`config.mk`:
```
export PLATFORM = sky130hd
export DESIGN_NAME = fq_host
export DESIGN_NICKNAME = d
export VERILOG_FILES = /design/src/fq_pkg.sv /design/src/fq_host.sv /design/src/fq_timer.sv
export VERILOG_INCLUDE_DIRS = /design/src
export SDC_FILE = /design/constraint.sdc
export NUM_CORES = 1
export LEC_CHECK = 0
export BUFFER_PORTS_ARGS = -buffer_cell sky130_fd_sc_hd__buf_2
export CORE_MARGIN = 2
export CORE_UTILIZATION = 57
export CTS_BUF_LIST = sky130_fd_sc_hd__clkbuf_4 sky130_fd_sc_hd__clkbuf_8
export DETAILED_ROUTE_END_ITERATION = 7
export PLACE_DENSITY = 0.82
export SETUP_SLACK_MARGIN = 0.3
export SYNTH_ARGS = -nofsm -noshare
export SYNTH_HDL_FRONTEND = slang
export SYNTH_SLANG_ARGS = --single-unit
```
`constraint.sdc`:
```
create_clock -name pclk -period 2.8 [get_ports pclk]
set_input_delay 0 -clock pclk [delete_from_list [all_inputs] [get_ports pclk]]
set_output_delay 0 -clock pclk [all_outputs]
set_load 0.01 [all_outputs]
```
`src/fq_consts.svh`:
```
// Constants of the flash query host: command codes, register offsets and timing counts.
// Assumes inclusion by the package, the host modules and the testbench only.
//
// Overview of operation
// - Identifier mode persists across reads until another valid command other than status clear is written.
// - Block status is valid only while the ready flag reads one.
// - Status latched on strobe fall; strobe must rise before the next read.
// - Multi-word write command yields extended status; reissue it to refresh.
// - The host clears failure flags with a single status-clear write cycle, taken only while the write machine is idle.
`ifndef FQ_CONSTS_SVH
`define FQ_CONSTS_SVH

// ****************************************
// Flash command codes
// ****************************************
`define FQ_CMD_READ_ARRAY 8'hff
`define FQ_CMD_READ_ID 8'h90
`define FQ_CMD_QUERY 8'h98
`define FQ_CMD_READ_STATUS 8'h70
`define FQ_CMD_CLEAR_STATUS 8'h50
`define FQ_CMD_MULTI_WRITE 8'he8

// ****************************************
// Flash identifier map (word addresses) and status bit positions
// ****************************************
`define FQ_ID_MAKER_ADDR 21'h000000
`define FQ_ID_PART_ADDR 21'h000002
`define FQ_ID_BLOCK_OFFS 16'h0004
`define FQ_BS_LOCK_BIT 0
`define FQ_BS_ERASE_BIT 1
`define FQ_SR_READY_BIT 7
`define FQ_SR_ERASE_FAIL_BIT 5
`define FQ_SR_WRITE_FAIL_BIT 4
`define FQ_SR_SUPPLY_LOW_BIT 3
`define FQ_SR_LOCKED_FAIL_BIT 1

// ****************************************
// APB register offsets of the host
// ****************************************
`define FQ_REG_CTRL 12'h000
`define FQ_REG_ADDR 12'h004
`define FQ_REG_STAT 12'h008
`define FQ_REG_DATA 12'h00c
`define FQ_REG_IRQ_STAT 12'h010
`define FQ_REG_IRQ_MASK 12'h014
`define FQ_CTRL_RESET 32'h0000_0000

// Control word fields: [7:0] command, [10:8] operation, [11] byte mode.
`define FQ_CTRL_OP_LSB 8
`define FQ_CTRL_BYTE_BIT 11

// ****************************************
// Timing
// ****************************************
`define FQ_CLK_NS 50
`define FQ_STROBE_NS 100
`define FQ_RECOVER_NS 50
`define FQ_STROBE_CYC ((`FQ_STROBE_NS + `FQ_CLK_NS - 1) / `FQ_CLK_NS)
`define FQ_RECOVER_CYC ((`FQ_RECOVER_NS + `FQ_CLK_NS - 1) / `FQ_CLK_NS)

`endif

```
`src/fq_pkg.sv`:
```
// Types of the flash query host.
// Assumes the constants header sits in the same folder.
`include "fq_consts.svh"

package fq_pkg;

    // Operation requested through the control register.
    typedef enum logic [2:0] {
        FQ_OP_NONE = 3'b000,
        FQ_OP_WRITE_CMD = 3'b001,
        FQ_OP_READ = 3'b010,
        FQ_OP_BLOCK_STAT = 3'b011,
        FQ_OP_STATUS = 3'b100
    } fq_op_t;

    // Bus cycle sequencer states.
    typedef enum logic [2:0] {
        FQ_IDLE = 3'b000,
        FQ_SETUP = 3'b001,
        FQ_STROBE = 3'b010,
        FQ_RECOVER = 3'b011,
        FQ_DONE = 3'b100
    } fq_state_t;

endpackage

```
`src/fq_host.sv`:
```
// Host controller that issues command writes and read cycles to a parallel flash.
// Assumes an APB master on the register side and the flash pins on the other.
//
// Implementation choice: register access over APB.
`timescale 1ns/1ps
`default_nettype none
`include "fq_consts.svh"

module fq_host
    import fq_pkg::*;
#(
    parameter int ADDR_W = 21,
    parameter int BLOCK_SHIFT = 16
) (
    input wire logic pclk,
    input wire logic presetn,
    input wire logic psel,
    input wire logic penable,
    input wire logic pwrite,
    input wire logic [11:0] paddr,
    input wire logic [31:0] pwdata,
    output logic [31:0] prdata,
    output logic pready,
    output logic pslverr,
    output logic irq,
    output logic [ADDR_W-1:0] flash_addr,
    output logic [15:0] flash_dq_out,
    output logic flash_dq_oe,
    input wire logic [15:0] flash_dq_in,
    output logic flash_ce_n,
    output logic flash_oe_n,
    output logic flash_we_n,
    output logic flash_byte_n,
    output logic powerdown_reset_n
);

    // ****************************************
    // Elaboration checks
    // ****************************************
    if (ADDR_W < 6 || ADDR_W > 32) begin : g_addr_check
        $error("fq_host address width unsupported");
    end
    if (BLOCK_SHIFT >= ADDR_W || BLOCK_SHIFT < 4) begin : g_shift_check
        $error("fq_host block shift bad");
    end

    // ****************************************
    // Registers
    // ****************************************
    logic [31:0] ctrl_r;
    logic [31:0] addr_r;
    logic [15:0] data_r;
    logic [7:0] mode_r;
    logic [2:0] irq_stat_r;
    logic [2:0] irq_mask_r;
    logic busy_r;
    logic ready_seen_r;
    logic start_r;
    logic done_pulse;
    logic err_pulse;
    fq_state_t state_r;
    fq_op_t op_r;
    logic timer_load;
    logic [3:0] timer_count;
    logic timer_expired;

    wire logic wr_en = psel && penable && pwrite;
    wire logic rd_en = psel && !penable && !pwrite;
    wire logic is_read_op = (op_r != FQ_OP_WRITE_CMD);

    // Recognised command codes; only these move the tracked read mode.
    function automatic logic known_cmd(input logic [7:0] c);
        known_cmd = (c == `FQ_CMD_READ_ARRAY) || (c == `FQ_CMD_READ_ID) ||
                    (c == `FQ_CMD_QUERY) || (c == `FQ_CMD_READ_STATUS) ||
                    (c == `FQ_CMD_CLEAR_STATUS) || (c == `FQ_CMD_MULTI_WRITE);
    endfunction

    // Address of a block's status byte: block select kept, offset replaced.
    function automatic logic [ADDR_W-1:0] block_stat_addr(input logic [31:0] a);
        logic [ADDR_W-1:0] hi;
        hi = a[ADDR_W-1:0] >> BLOCK_SHIFT;
        block_stat_addr = (hi << BLOCK_SHIFT) | ADDR_W'(`FQ_ID_BLOCK_OFFS);
    endfunction

    // ****************************************
    // APB slave
    // ****************************************
    // Zero-wait slave; writes to the control register start a flash cycle unless busy_r is set or the operation is FQ_OP_NONE.
    always_ff @(posedge pclk or negedge presetn) begin
        if (!presetn) begin
            ctrl_r <= `FQ_CTRL_RESET;
            addr_r <= 32'h0000_0000;
            irq_mask_r <= 3'h0;
            start_r <= 1'b0;
        end else begin
            start_r <= 1'b0;
            if (wr_en) begin
                unique case (paddr)
                    `FQ_REG_CTRL: begin
                        ctrl_r <= pwdata;
                        start_r <= !busy_r;
                    end
                    `FQ_REG_ADDR: addr_r <= pwdata;
                    `FQ_REG_IRQ_MASK: irq_mask_r <= pwdata[2:0];
                    default: ;
                endcase
            end
        end
    end

    // Read mux and one-cycle answer.
    always_ff @(posedge pclk or negedge presetn) begin
        if (!presetn) begin
            prdata <= 32'h0000_0000;
            pready <= 1'b0;
            pslverr <= 1'b0;
        end else begin
            pready <= psel && !penable;
            pslverr <= 1'b0;
            if (rd_en) begin
                unique case (paddr)
                    `FQ_REG_CTRL: prdata <= ctrl_r;
                    `FQ_REG_ADDR: prdata <= addr_r;
                    `FQ_REG_STAT: prdata <= {23'h0, mode_r, busy_r};
                    `FQ_REG_DATA: prdata <= {16'h0, data_r};
                    `FQ_REG_IRQ_STAT: prdata <= {29'h0, irq_stat_r};
                    `FQ_REG_IRQ_MASK: prdata <= {29'h0, irq_mask_r};
                    default: prdata <= 32'h0000_0000;
                endcase
                pslverr <= (paddr > `FQ_REG_IRQ_MASK) || (paddr[1:0] != 2'b00);
            end
        end
    end

    // ****************************************
    // Interrupts
    // ****************************************
    // Bit0 done, bit1 flash failure flag seen, bit2 block erase invalid.
    // The read clear acts in the cycle that captures the read data, so no set slips by.
    always_ff @(posedge pclk or negedge presetn) begin
        if (!presetn) begin
            irq_stat_r <= 3'h0;
            irq <= 1'b0;
        end else begin
            logic [2:0] set_v;
            set_v = {err_pulse && op_r == FQ_OP_BLOCK_STAT, err_pulse && op_r == FQ_OP_STATUS,
                     done_pulse};
            if (rd_en && paddr == `FQ_REG_IRQ_STAT) begin
                irq_stat_r <= set_v;
            end else begin
                irq_stat_r <= irq_stat_r | set_v;
            end
            irq <= |(irq_stat_r & irq_mask_r);
        end
    end

    // ****************************************
    // Flash bus cycle sequencer
    // ****************************************
    fq_timer #(
        .WIDTH(4)
    ) u_timer (
        .pclk(pclk),
        .presetn(presetn),
        .load(timer_load),
        .count(timer_count),
        .expired(timer_expired)
    );

    // Setup, strobe low for the access time, strobe high for recovery.
    always_ff @(posedge pclk or negedge presetn) begin
        if (!presetn) begin
            state_r <= FQ_IDLE;
            op_r <= FQ_OP_NONE;
            busy_r <= 1'b0;
            timer_load <= 1'b0;
            timer_count <= 4'h0;
            done_pulse <= 1'b0;
        end else begin
            timer_load <= 1'b0;
            done_pulse <= 1'b0;
            unique case (state_r)
                FQ_IDLE: begin
                    if (start_r && ctrl_r[10:8] != FQ_OP_NONE) begin
                        op_r <= fq_op_t'(ctrl_r[10:8]);
                        busy_r <= 1'b1;
                        state_r <= FQ_SETUP;
                    end
                end
                FQ_SETUP: begin
                    timer_load <= 1'b1;
                    timer_count <= 4'(`FQ_STROBE_CYC);
                    state_r <= FQ_STROBE;
                end
                FQ_STROBE: begin
                    if (timer_expired) begin
                        timer_load <= 1'b1;
                        timer_count <= 4'(`FQ_RECOVER_CYC);
                        state_r <= FQ_RECOVER;
                    end
                end
                FQ_RECOVER: begin
                    // Strobe back high before any further read so status is fresh.
                    if (timer_expired) state_r <= FQ_DONE;
                end
                FQ_DONE: begin
                    busy_r <= 1'b0;
                    done_pulse <= 1'b1;
                    state_r <= FQ_IDLE;
                end
                default: state_r <= FQ_IDLE;
            endcase
        end
    end

    // Flash pins follow the sequencer state.
    always_ff @(posedge pclk or negedge presetn) begin
        if (!presetn) begin
            flash_addr <= '0;
            flash_dq_out <= 16'h0000;
            flash_dq_oe <= 1'b0;
            flash_ce_n <= 1'b1;
            flash_oe_n <= 1'b1;
            flash_we_n <= 1'b1;
            flash_byte_n <= 1'b1;
            powerdown_reset_n <= 1'b0;
        end else begin
            powerdown_reset_n <= 1'b1;
            flash_byte_n <= !ctrl_r[`FQ_CTRL_BYTE_BIT];
            if (state_r == FQ_SETUP) begin
                // Block status reads keep the block select and force offset 4.
                flash_addr <= (op_r == FQ_OP_BLOCK_STAT) ?
                    block_stat_addr(addr_r) : addr_r[ADDR_W-1:0];
                flash_dq_out <= {8'h00, ctrl_r[7:0]};
                flash_dq_oe <= !is_read_op;
                flash_ce_n <= 1'b0;
                flash_we_n <= is_read_op;
                flash_oe_n <= !is_read_op;
            end else if (state_r == FQ_RECOVER || state_r == FQ_IDLE) begin
                flash_ce_n <= 1'b1;
                flash_oe_n <= 1'b1;
                flash_we_n <= 1'b1;
                flash_dq_oe <= 1'b0;
            end
        end
    end

    // Read data capture at the end of the strobe, with failure checks.
    always_ff @(posedge pclk or negedge presetn) begin
        if (!presetn) begin
            data_r <= 16'h0000;
            err_pulse <= 1'b0;
        end else begin
            err_pulse <= 1'b0;
            if (state_r == FQ_STROBE && timer_expired && is_read_op) begin
                data_r <= flash_dq_in;
                if (op_r == FQ_OP_STATUS) begin
                    // Sticky failure flags accumulate until cleared.
                    err_pulse <= flash_dq_in[`FQ_SR_ERASE_FAIL_BIT] ||
                                 flash_dq_in[`FQ_SR_WRITE_FAIL_BIT] ||
                                 flash_dq_in[`FQ_SR_SUPPLY_LOW_BIT] ||
                                 flash_dq_in[`FQ_SR_LOCKED_FAIL_BIT];
                end else if (op_r == FQ_OP_BLOCK_STAT) begin
                    err_pulse <= flash_dq_in[`FQ_BS_ERASE_BIT] && ready_seen_r;
                end
            end
        end
    end

    // Ready flag of the last status read, set from reset; block status is trusted unless that read was busy.
    always_ff @(posedge pclk or negedge presetn) begin
        if (!presetn) begin
            ready_seen_r <= 1'b1;
        end else if (state_r == FQ_STROBE && timer_expired && op_r == FQ_OP_STATUS) begin
            ready_seen_r <= flash_dq_in[`FQ_SR_READY_BIT];
        end
    end

    // Tracked read mode of the flash; a plain read never changes it.
    always_ff @(posedge pclk or negedge presetn) begin
        if (!presetn) begin
            mode_r <= `FQ_CMD_READ_ARRAY;
        end else if (state_r == FQ_DONE && op_r == FQ_OP_WRITE_CMD &&
                     known_cmd(ctrl_r[7:0]) && ctrl_r[7:0] != `FQ_CMD_CLEAR_STATUS) begin
            mode_r <= ctrl_r[7:0];
        end
    end

    // ****************************************
    // Assertions
    // ****************************************
    a_strobe_exclusive: assert property (@(posedge pclk) disable iff (!presetn)
        !(!flash_oe_n && !flash_we_n)) else $error("oe and we low together");

    a_write_drives_dq: assert property (@(posedge pclk) disable iff (!presetn)
        !flash_we_n |-> flash_dq_oe && !flash_ce_n) else $error("write without drive");

    a_read_releases_dq: assert property (@(posedge pclk) disable iff (!presetn)
        !flash_oe_n |-> !flash_dq_oe) else $error("bus contention on read");

    a_strobe_rises_between: assert property (@(posedge pclk) disable iff (!presetn)
        $rose(flash_oe_n) |-> flash_oe_n[*2]) else $error("strobe recovery short");

    a_reset_released: assert property (@(posedge pclk) disable iff (!presetn)
        busy_r |-> powerdown_reset_n) else $error("cycle under power-down");

    a_mode_holds_read: assert property (@(posedge pclk) disable iff (!presetn)
        (state_r == FQ_DONE && op_r != FQ_OP_WRITE_CMD) |=> $stable(mode_r))
        else $error("read changed mode");

    a_block_offset: assert property (@(posedge pclk) disable iff (!presetn)
        (!flash_oe_n && op_r == FQ_OP_BLOCK_STAT) |->
        flash_addr[BLOCK_SHIFT-1:0] == BLOCK_SHIFT'(`FQ_ID_BLOCK_OFFS))
        else $error("block status offset wrong");

    a_cycle_bounded: assert property (@(posedge pclk) disable iff (!presetn)
        $rose(busy_r) |-> ##[3:12] !busy_r) else $error("flash cycle too long");

endmodule

`default_nettype wire

```
`src/fq_timer.sv`:
```
// Down counter that times strobe and recovery phases of a flash bus cycle.
// Assumes a single clock and an asynchronous active-low reset.
`timescale 1ns/1ps
`default_nettype none

module fq_timer #(
    parameter int WIDTH = 4
) (
    input wire logic pclk,
    input wire logic presetn,
    input wire logic load,
    input wire logic [WIDTH-1:0] count,
    output logic expired
);

    // ****************************************
    // Counter
    // ****************************************
    logic [WIDTH-1:0] cnt_r;

    if (WIDTH < 2) begin : g_width_check
        $error("fq_timer width too small");
    end

    // Loads the count, then counts down to zero.
    always_ff @(posedge pclk or negedge presetn) begin
        if (!presetn) begin
            cnt_r <= '0;
        end else if (load) begin
            cnt_r <= count;
        end else if (cnt_r != '0) begin
            cnt_r <= cnt_r - 1'b1;
        end
    end

    // Expiry is high once the loaded time has run out.
    assign expired = (cnt_r == '0) && !load;

endmodule

`default_nettype wire

```
==> out/summary.txt, run 1 <==
Final TNS setup: 0 ns
Starting DRT DRC Count: 423
Die X-Extent: 120 um
status: finished, final reports clean
Num CTS Buffers: 17
syn_area_per_cell: 12.6 sq um
Rows: 42
largest net degree at the start of global routing: 82
Synth cell types: 51
Worst Skew: 0.0127 ns
Clk Latency, worst-skew pair: 0.47 ns
Initial Util: 58.2%
RePlAce Congestion: 0.826
Sequential Area: 0.00457 sq mm
Synth Area in Adders: 0.163%
Die Y-Extent: 120 um
First-pass DRT Iterations: 5
fmax: 429 MHz
Seq/Total Area, Yosys: 59.5%
Hold Fails Final Rpt: 0
Layout fillers: 873
compound-cell area share of the yosys netlist: 9.48%
xor/xnor share of the synthesized area: 0.342%
total power: 5.82 mW
postcts setup bufs: 0
ys flop type: dfrtp_1
footprint of the multi-input gates: 0.00292 sq mm
final HPWL from detailed placement: 12.6 mm
endpoints failing setup: 0
post-layout min period: 2.33 ns
Max rail drop VDD: 382 uV
layout cell share with drive strength beyond 1: 38.2%
via count: 5716
asr flop ratio synth: 100%
final slew viol count: 0
Die ar.: 0.0144 sq mm
Min Hold Slack: 0.0237 ns
Core ar.: 0.0132 sq mm
mux contribution to synthesized area: 17.7%
CTS clk-pin slew, worst paths: 0.09 ns
vias in the first global route: 5850
Worst Hold Class: in2reg
total gr overflow: 0
Residual DRC: 0
clock sinks: 182
CTS tree: done
MaxCap Viol Count: 0
Layout area overhead: 24.7%
Synth Warn #: 0
Arrival @ worst endpoint: 2.73 ns
worst slew pin tran: 0.739 ns
port buffer count: 134
antenna-violating nets left: 0
power per cell area: 608 mW/mm^2
fin nets: 865
Post-Route WL: 19.1 mm
wire length per cell: 19.4 um
Final Cycle Share: 83.3%
#FFs+latches synth: 182
Synth Area in Simple Gates: 9.51%
Synth Instances: 610
initial antenna violation count: 0
slew margin rel.: 50.7%
Leak: 4.80 nW
Crit path required time: 3.19 ns
worst hold stages: 3
htree depth: 4
CP endpoint kind: flop
ant diodes: 0
first-pass GRT wire length: 30.2 mm
EDFF count, synth: 0
largest family of logic cells by synthesized area: multiplexers
synthesized area: 0.00768 sq mm
worst-case clock buffer depth: 2
CP Class: reg2reg
GR Util All Layers: 27.4%
largest fanout on the critical path: 6
io pins: 143
RSZ-0062 raised after global routing: false
via/cell ratio: 5.79
crit path launch type: flop
clk root buf: clkbuf_8
Worst R2R Path Depth: 4
[critical path, cell delays in order (launching register included)]
cell     delay, ns
dfrtp_1       0.42
nor3b_2       0.47
o21ai_0       0.34
nor4_4        0.62
mux2_2        0.40
[placed cells by master, fill, tap and decap left out, types with 6 or more instances in the layout]
cell           Yosys  routed
nand2b_1           6       6
inv_1              8       8
buf_4             11      14
a22oi_1            8       8
mux2_1             7       7
a22o_1            20      20
dlygate4sd3_1      0      56
mux4_2             7       7
nor2_1            14      14
conb_1             2       9
mux2_2            95      95
dfstp_2           13      13
a32oi_1           16      16
buf_2              9     133
o21ai_0           38      38
dfrtp_1          169     169
a21oi_1            7       7
nand2_1           89      89
clkbuf_8           0      18
[final cells by class]
| type | count | share of cell area [%] |
|---|---|---|
| Clock buffer | 19 | 2.66 |
| Clock inverter | 13 | 1.87 |
| Inverter | 8 | 0.314 |
| Multi-Input combinational cell | 383 | 30.5 |
| Sequential cell | 182 | 47.7 |
| Tap cell | 176 | 2.30 |
| Timing Repair Buffer | 207 | 14.6 |
[state kept, by name, summed over array words and instances, names as in the netlist, 2 cells and up]
signal and flops:
op_r 3, data_r 16, prdata 32, flash_dq_out 8
state_r 3, u_timer.cnt_r 4, ctrl_r 32, timer_count 2
irq_mask_r 3, addr_r 32, mode_r 8, irq_stat_r 3
flash_addr 21
[cells in the mapped netlist (all sizes together), types with 5 or more instances]
cell type	count	area, sq um
a22oi	8	60.1
inv	8	30.0
buf	21	131
nor3	6	30.0
dfstp	13	342
a32oi	16	140
clkbuf	23	86.3
dfrtp	169	4230
mux2i	5	50.1
nor2	14	52.6
nor4	5	52.6
nand2	89	334
mux2	102	1150
mux4	7	158
a22o	20	175
o21ai	38	190
nand2b	6	37.5
a21oi	7	35.0
nand3	5	25.0
or3	5	36.3
[layer usage]
layer | track usage, % | part of all wire [%]
met1 | 35.2 | 40
met2 | 44.7 | 50
met3 | 6.37 | 6.8
met4 | 12.1 | 2.6
met5 | 0 | 0
[where the power goes]
group          switching, mW  internal, mW  total [mW]  leakage, nW
combinational          0.535         0.450       0.985         2.14
sequential             0.117          2.80        2.92         2.45
clock                  0.919          1.00        1.92        0.217
total                   1.57          4.25        5.82         4.80
[timing repair]
action                                 CTS  global route
hold buffers                            56             0
resized for setup                        3             1
setup endpoints to repair               22             6
endpoints found under the hold margin  171             0
[worst paths after layout]
check	start	endpoint	slack [ns]
min in group asynchronous	presetn	flash_addr[5]$_DFFE_PN0P_	0.14
min reg2reg	ctrl_r[11]$_DFFE_PN0P_	flash_byte_n$_DFF_PN1_	0.43
max reg2reg	op_r[1]$_DFFE_PN0P_	mode_r[2]$_DFFE_PN1P_	0.47
max in group asynchronous	presetn	flash_we_n$_DFFE_PN1P_	1.80
max	op_r[1]$_DFFE_PN0P_	mode_r[2]$_DFFE_PN1P_	0.47
min	paddr[10]	start_r$_DFF_PN0_	0.02
[stage by stage]
stage | worst slack (ns) | cells | utilization, % | area (sq um)
6_report | 0.467 | 988 | 72.6 | 9580
5_1_grt | 0.359 | 988 | 72.6 | 9580
4_1_cts | 0.448 | 988 | 72.6 | 9570
3_5_place_dp | 0.109 | 900 | 64.9 | 8560
3_3_place_gp | 0.133 | 900 | 64.9 | 8560
2_1_floorplan | 0.578 | 617 | - | 7710
[cells by family after synthesis]
logic type / count (synthesis)
AOI/OAI and AO/OA: 105
xor gates and xnor gates: 3
adders and majority gates: 1
buffers and inverters: 52
DFF: 182
muxes: 114
other: 2
and+or+nand+nor: 151
Power figures use the tool's default switching activity.
==> run 2, diff against run 1 <==
--- a/config.mk
+++ b/config.mk
@@ -6,12 +6,13 @@
 export SDC_FILE = /design/constraint.sdc
 export NUM_CORES = 1
 export LEC_CHECK = 0
+export ABC_AREA = 1
 export BUFFER_PORTS_ARGS = -buffer_cell sky130_fd_sc_hd__buf_2
 export CORE_MARGIN = 2
-export CORE_UTILIZATION = 57
+export CORE_UTILIZATION = 52
 export CTS_BUF_LIST = sky130_fd_sc_hd__clkbuf_4 sky130_fd_sc_hd__clkbuf_8
 export DETAILED_ROUTE_END_ITERATION = 7
-export PLACE_DENSITY = 0.82
+export PLACE_DENSITY = 0.78
 export SETUP_SLACK_MARGIN = 0.3
 export SYNTH_ARGS = -nofsm -noshare
 export SYNTH_HDL_FRONTEND = slang
==> constraint.sdc (replaced) <==
create_clock -name pclk -period 1.9 [get_ports pclk]
set_input_delay 0 -clock pclk [delete_from_list [all_inputs] [get_ports pclk]]
set_output_delay 0 -clock pclk [all_outputs]
set_load 0.01 [all_outputs]
==> out/summary.txt, run 2 <==
Crit path required time: 2.27 ns (-0.92 ns)
Non-Filler Instances: 1399 (+42%)
final HPWL from detailed placement: 15.1 mm (+20%)
Leak: 5.44 nW (+13%)
initial antenna violation count: 0 (unchanged)
clock power share: 31.5% (-1.5 points)
Residual DRC: 0 (unchanged)
Die ar.: 0.0168 sq mm (+16%)
#FFs+latches synth: 182 (unchanged)
Num CTS Buffers: 17 (unchanged)
worst-case clock buffer depth: 2 (unchanged)
Slowest cell on crit path: dfrtp_1
Final TNS setup: 0 ns (unchanged)
Area contributors post-synth: dfrtp_1 (52%), nand2_1 (15%), nand3_1 (6.7%), inv_1 (4.4%), dfstp_2 (4.2%)
Critical path buffers and inverters: 2 (+2)
vias in the first global route: 7258 (+24%)
ant diodes: 0 (unchanged)
top cells by count, synth: nand2_1 (331), dfrtp_1 (169), nand3_1 (110), inv_1 (97), nor2_1 (43)
top-area cell type share of the netlist area: 51.6% (-3.5 points)
Max rail drop VDD: 589 uV (+54%)
largest net degree at the start of global routing: 51 (-38%)
fin nets: 1241 (+43%)
Synth Instances: 974 (+60%)
Synth Warn #: 0 (unchanged)
dpl cells: 1304 (+45%)
compound-cell area share of the yosys netlist: 8.44% (-1.0 points)
Synth Area in Adders: 0.153% (-0.010 points)
GR Util All Layers: 27.7% (+0.26 points)
crit-path cells: inv_2 > ha_4 > nand3_4 > nor3_4 > nand2_2 > buf_12 > nand2_1 > o21ai_0
Min Hold Slack: 0.0154 ns (-0.00829 ns)
final slew viol count: 0 (unchanged)
xor/xnor share of the synthesized area: 0.214% (-0.13 points)
CTS clk-pin slew, worst paths: 0.09 ns (about the same)
Sw Ratio: 30.5% (+3.5 points)
port buffer count: 134 (unchanged)
Initial Util: 53.5% (-4.7 points)
commonest non-fill, non-tap cell in the layout: nand2_1
first-pass GRT wire length: 35.8 mm (+19%)
RePlAce Congestion: 0.887 (+7.3%)
endpoints failing setup: 0 (unchanged)
Synth cell types: 33 (-35%)
Worst Skew: 0.0127 ns (+0.00000210 ns)
Seq/Total Area, Yosys: 55.8% (-3.8 points)
Final Cycle Share: 80.7% (-2.6 points)
Net Sw Power: 2.61 mW (+66%)
Layout area overhead: 24.9%
io pins: 143 (unchanged)
Core ar.: 0.0153 sq mm (+16%)
largest family of logic cells by synthesized area: simple AND/OR/NAND/NOR gates
status: finished, final reports clean
layout cell share with drive strength beyond 1: 22.6% (-16 points)
htree depth: 4 (unchanged)
Worst Hold Class: in2reg
Clk Latency, worst-skew pair: 0.48 ns (about the same)
total gr overflow: 0 (unchanged)
slowest stage delay, CP: 0.43 ns (-0.19 ns)
CP Class: reg2reg
worst slew pin tran: 0.560 ns (-0.179 ns)
largest fanout on the critical path: 21 (+15)
syn_area_per_cell: 8.42 sq um (-33%)
crit path launch type: flop
asr flop ratio synth: 100% (unchanged)
CP endpoint kind: flop
clock sinks: 182 (unchanged)
antenna-violating nets left: 0 (unchanged)
EDFF count, synth: 0 (unchanged)
largest area contributor in the netlist: dfrtp_1
Placed Instance Area: 0.00911 sq mm (+6.5%)
via/cell ratio: 5.23 (-9.6%)
via count: 7319 (+28%)
slew margin rel.: 62.5% (+12 points)
leading cell types in the layout, fill and taps excluded: nand2_1 (330), dfrtp_1 (167), buf_2 (133)
CTS tree: done
mux contribution to synthesized area: 0% (-18 points)
Starting DRT DRC Count: 820 (+94%)
First-pass DRT Iterations: 6 (+1)
Die Y-Extent: 130 um (+7.9%)
MaxCap Viol Count: 0 (unchanged)
wire length per cell: 16.0 um (-18%)
post-layout min period: 1.53 ns (-0.800 ns)
power per cell area: 837 mW/mm^2 (+38%)
count leader, synth: nand2_1
ys flop type: dfrtp_1
synthesized area: 0.00820 sq mm (+6.7%)
Arrival @ worst endpoint: 1.90 ns (-0.83 ns)
Post-Route WL: 22.3 mm (+17%)
Hold Fails Final Rpt: 0 (unchanged)
RSZ-0062 raised after global routing: true
Gate power share: 18.1% (+1.2 points)
Top delay family on crit path: simple AND/OR/NAND/NOR gates
clk root buf: clkbuf_8
Synth Area in Simple Gates: 27.2% (+18 points)
largest registers: addr_r: 32 flops, ctrl_r: 32 flops, prdata: 32 flops
sequential power share: 50.3% (+0.2 points)
Pint: 5.95 mW (+40%)
fmax: 652 MHz (+52%)
final instance area: 0.0102 sq mm (+6.9%)
Die X-Extent: 130 um (+7.9%)
Rows: 45 (+7.1%)
## run 2: metal layers
metal / GRT usage [%] / up-vias / part of all wire (%) / routed length, um
met2: 46.6 / 294 / 51 / 11400
met3: 5.37 / 50 / 5.9 / 1320
met5: 0 / - / 0 / 0
li1: - / 3493 / - / -
met1: 34.7 / 3482 / 40 / 8900
met4: 13.0 / 0 / 3.2 / 710
## run 2: cell families (layout without fill, tap and decap cells)
logic type / count (synthesis) / in the layout
buffers and inverters: 148 / 355
adders and majority gates: 1 / 1
xor gates and xnor gates: 2 / 2
DFF: 182 / 182
AOI/OAI and AO/OA: 118 / 118
other: 2 / 9
and+or+nand+nor: 521 / 521
## run 2: layout make-up
type                            count  area (sq um)
Timing Repair Buffer              223          1550
Clock buffer                       17           234
Clock inverter                     15           171
Multi-Input combinational cell    651          3070
Inverter                          100           375
Sequential cell                   182          4570
Tap cell                          211           264
Fill cell                        1298          5080
## run 2: path summary, 6_finish.rpt
path / startpoint / endpoint / slack (ns) / depth (start not counted)
min reg2reg: ctrl_r[11]$_DFFE_PN0P_ / flash_byte_n$_DFF_PN1_ / 0.46 / 1
max in group asynchronous: presetn / prdata[31]$_DFFE_PN0P_ / 1.39 / 3
min: psel / irq_mask_r[1]$_DFFE_PN0P_ / 0.02 / 5
max reg2reg: u_timer.cnt_r[1]$_DFFE_PN0N_ / data_r[4]$_DFFE_PN0P_ / 0.37 / 8
min in group asynchronous: presetn / mode_r[3]$_DFFE_PN1P_ / 0.14 / 2
max: u_timer.cnt_r[1]$_DFFE_PN0N_ / data_r[4]$_DFFE_PN0P_ / 0.37 / 8
## run 2: power groups by stage
| stage | combinational, mW | clock (mW) | sequential, mW |
|---|---|---|---|
| 2_1_floorplan | 0.815 | 0 | 4.35 |
| 3_3_place_gp | 1.24 | 0 | 4.36 |
| 3_5_place_dp | 1.29 | 0 | 4.37 |
| 4_1_cts | 1.41 | 2.74 | 4.29 |
| 5_1_grt | 1.73 | 2.90 | 4.34 |
| 6_report | 1.55 | 2.70 | 4.31 |
## run 2: through the flow
step                      total power [mW]  setup WS, ns  utilization [%]
after floorplan                       5.16         0.396                -
after global placement                5.60         0.268             59.5
after detailed placement              5.65         0.161             59.5
after CTS                             8.44         0.304             66.0
after global routing                  8.97         0.264             66.8
final                                 8.57         0.367             66.8
## run 2: what timing repair did
action                                 in CTS  in global routing
pin swaps                                   0                  3
buffers inserted                            0                  7
hold buffers                               56                  0
gates resized for setup                     5                 22
setup endpoints to repair                  12                 32
endpoints found under the hold margin     267                  0
## run 2: worst reg2reg max path, stage by stage (launching register included)
cell and delay [ns]:
dfrtp_1 0.43, inv_2 0.10, ha_4 0.15, nand3_4 0.11, nor3_4 0.25, nand2_2 0.10, buf_12 0.16, nand2_1 0.06
o21ai_0 0.07
==> run 3, diff against run 2 <==
--- a/config.mk
+++ b/config.mk
@@ -9,10 +9,10 @@
 export ABC_AREA = 1
 export BUFFER_PORTS_ARGS = -buffer_cell sky130_fd_sc_hd__buf_2
 export CORE_MARGIN = 2
-export CORE_UTILIZATION = 52
+export CORE_UTILIZATION = 58
 export CTS_BUF_LIST = sky130_fd_sc_hd__clkbuf_4 sky130_fd_sc_hd__clkbuf_8
 export DETAILED_ROUTE_END_ITERATION = 7
-export PLACE_DENSITY = 0.78
+export PLACE_DENSITY = 0.82
 export SETUP_SLACK_MARGIN = 0.3
 export SYNTH_ARGS = -nofsm -noshare
 export SYNTH_HDL_FRONTEND = slang
==> constraint.sdc (replaced) <==
create_clock -name pclk -period 1.5 [get_ports pclk]
set_input_delay 0 -clock pclk [delete_from_list [all_inputs] [get_ports pclk]]
set_output_delay 0 -clock pclk [all_outputs]
set_load 0.01 [all_outputs]
==> out/summary.txt, run 3 (synthesis results as in run 2) <==
status: finished, violations left
failing checks: DRC, setup timing
first-pass GRT wire length: 39.3 mm (+10%)
Die Y-Extent: 123 um (-5.1%)
Worst R2R Path Depth: 8 (unchanged)
First-pass DRT Iterations: 8 (+2)
Sequential Area: 0.00458 sq mm (about the same)
Layout area overhead: 38.3%
footprint of the multi-input gates: 0.00354 sq mm (+16%)
fin nets: 1289 (+3.9%)
Rows: 43 (-4.4%)
Worst Skew: 0.0237 ns (+0.0110 ns)
Final TNS setup: -2.42 ns (-2.42 ns)
final HPWL from detailed placement: 14.5 mm (-3.9%)
Initial Util: 59.3% (+5.8 points)
fmax: 601 MHz (-7.9%)
Slowest cell on crit path: dfrtp_2
leading cell types in the layout, fill and taps excluded: nand2_1 (273), dfrtp_1 (165), buf_2 (133)
total gr overflow: 0 (unchanged)
Clk Latency, worst-skew pair: 0.49 ns (about the same)
ant diodes: 0 (unchanged)
Residual DRC: 23 (+23)
endpoints failing setup: 53 (+53)
Core ar.: 0.0138 sq mm (-9.7%)
largest registers: addr_r: 32 flops, ctrl_r: 32 flops, prdata: 32 flops
initial antenna violation count: 0 (unchanged)
GR Util All Layers: 34.9% (+7.2 points)
Die ar.: 0.0151 sq mm (-10%)
antenna-violating nets left: 0 (unchanged)
crit path launch type: flop
htree depth: 4 (unchanged)
Critical path buffers and inverters: 3 (+1)
CP endpoint kind: flop
MaxCap Viol Count: 0 (unchanged)
via/cell ratio: 5.93 (+13%)
slowest stage delay, CP: 0.47 ns (+0.04 ns)
CP Class: reg2reg
Num CTS Buffers: 17 (unchanged)
layout cell share with drive strength beyond 1: 34.6% (+12 points)
commonest non-fill, non-tap cell in the layout: nand2_1
PnR worst setup slack: -0.164 ns (-0.531 ns)
Min Hold Slack: 0.00950 ns (-0.00588 ns)
Final Cycle Share: 111% (+30 points)
via count: 8391 (+15%)
Post-Route WL: 28.8 mm (+29%)
Starting DRT DRC Count: 1033 (+26%)
largest fanout on the critical path: 4 (-81%)
Worst Hold Class: in2async
port buffer count: 134 (unchanged)
clk root buf: clkbuf_8
Hold Fails Final Rpt: 0 (unchanged)
final slew viol count: 0 (unchanged)
Max rail drop VDD: 736 uV (+25%)
post-layout min period: 1.66 ns (+0.131 ns)
vias in the first global route: 7826 (+7.8%)
Crit path required time: 1.87 ns (-0.40 ns)
Arrival @ worst endpoint: 2.03 ns (+0.13 ns)
Leak: 5.95 nW (+9.4%)
crit-path cells: buf_4 > buf_6 > nor3_4 > inv_2 > o21ai_4 > nor2_2 > nand2_2 > o21ai_2
RSZ-0062 raised after global routing: true
critical path depth in cells: 8 (unchanged)
largest net degree at the start of global routing: 66 (+29%)
Top delay family on crit path: simple AND/OR/NAND/NOR gates
power per cell area: 1160 mW/mm^2 (+39%)
clock sinks: 182 (unchanged)
CTS tree: done
RePlAce Congestion: 0.940 (+6.0%)
wire length per cell: 20.3 um (+28%)
Layout fillers: 748 (-42%)
CTS clk-pin slew, worst paths: 0.11 ns (+0.02 ns)
io pins: 143 (unchanged)
Worst R2R Setup Slack: -0.16 ns (-0.53 ns)
Die X-Extent: 123 um (-5.1%)
worst-case clock buffer depth: 2 (unchanged)
==> run 3: routing by layer <==
layer | share of wire, % | GRT usage, %
met4 | 7.1 | 20.2
met3 | 10 | 8.13
met2 | 48 | 56.8
met1 | 35 | 42.5
met5 | 0 | 0
==> run 3: worst paths after layout <==
path / startpoint / to
max: state_r[2]$_DFFE_PN0P_ / flash_dq_oe$_DFFE_PN0P_
max reg2reg: state_r[2]$_DFFE_PN0P_ / flash_dq_oe$_DFFE_PN0P_
min in group pclk: paddr[2] / irq_stat_r[2]$_DFF_PN0_
max in group asynchronous: presetn / flash_byte_n$_DFF_PN1_
min reg2reg: ctrl_r[11]$_DFFE_PN0P_ / flash_byte_n$_DFF_PN1_
min: presetn / flash_addr[3]$_DFFE_PN0P_
==> run 3: metrics by stage <==
step / instance area [sq um] / cells / util, % / setup WS, ns / power (mW)
6_report: 11300 / 1416 / 82.0 / -0.164 / 13.1
5_1_grt: 11300 / 1416 / 82.0 / -0.219 / 13.6
2_1_floorplan: 8320 / 981 / - / 0.0853 / 6.72
3_5_place_dp: 9290 / 1289 / 67.2 / 0.00917 / 7.28
4_1_cts: 10800 / 1403 / 78.3 / 0.0659 / 11.9
3_3_place_gp: 9290 / 1289 / 67.2 / 0.0764 / 7.20
==> run 3: cell type report <==
type,count,share of cell area [%]
Clock buffer,23,2.68
Clock inverter,9,0.894
Inverter,100,3.41
Multi-Input combinational cell,651,31.3
Sequential cell,182,40.4
Tap cell,180,1.99
Timing Repair Buffer,271,19.4
==> run 3: power by group <==
group          total [mW]  internal (mW)  switching (mW)
clock network        3.46           1.68            1.78
logic                4.13           1.84            2.29
registers            5.55           5.25           0.294
==> run 3: timing repair <==
action	in CTS	in global routing
hold buffers	53	0
gates resized for setup	96	107
cloned	8	2
setup buffers	21	11
pin swaps	17	21
endpoints found under the setup margin	69	86
hold endpoints to repair	262	0
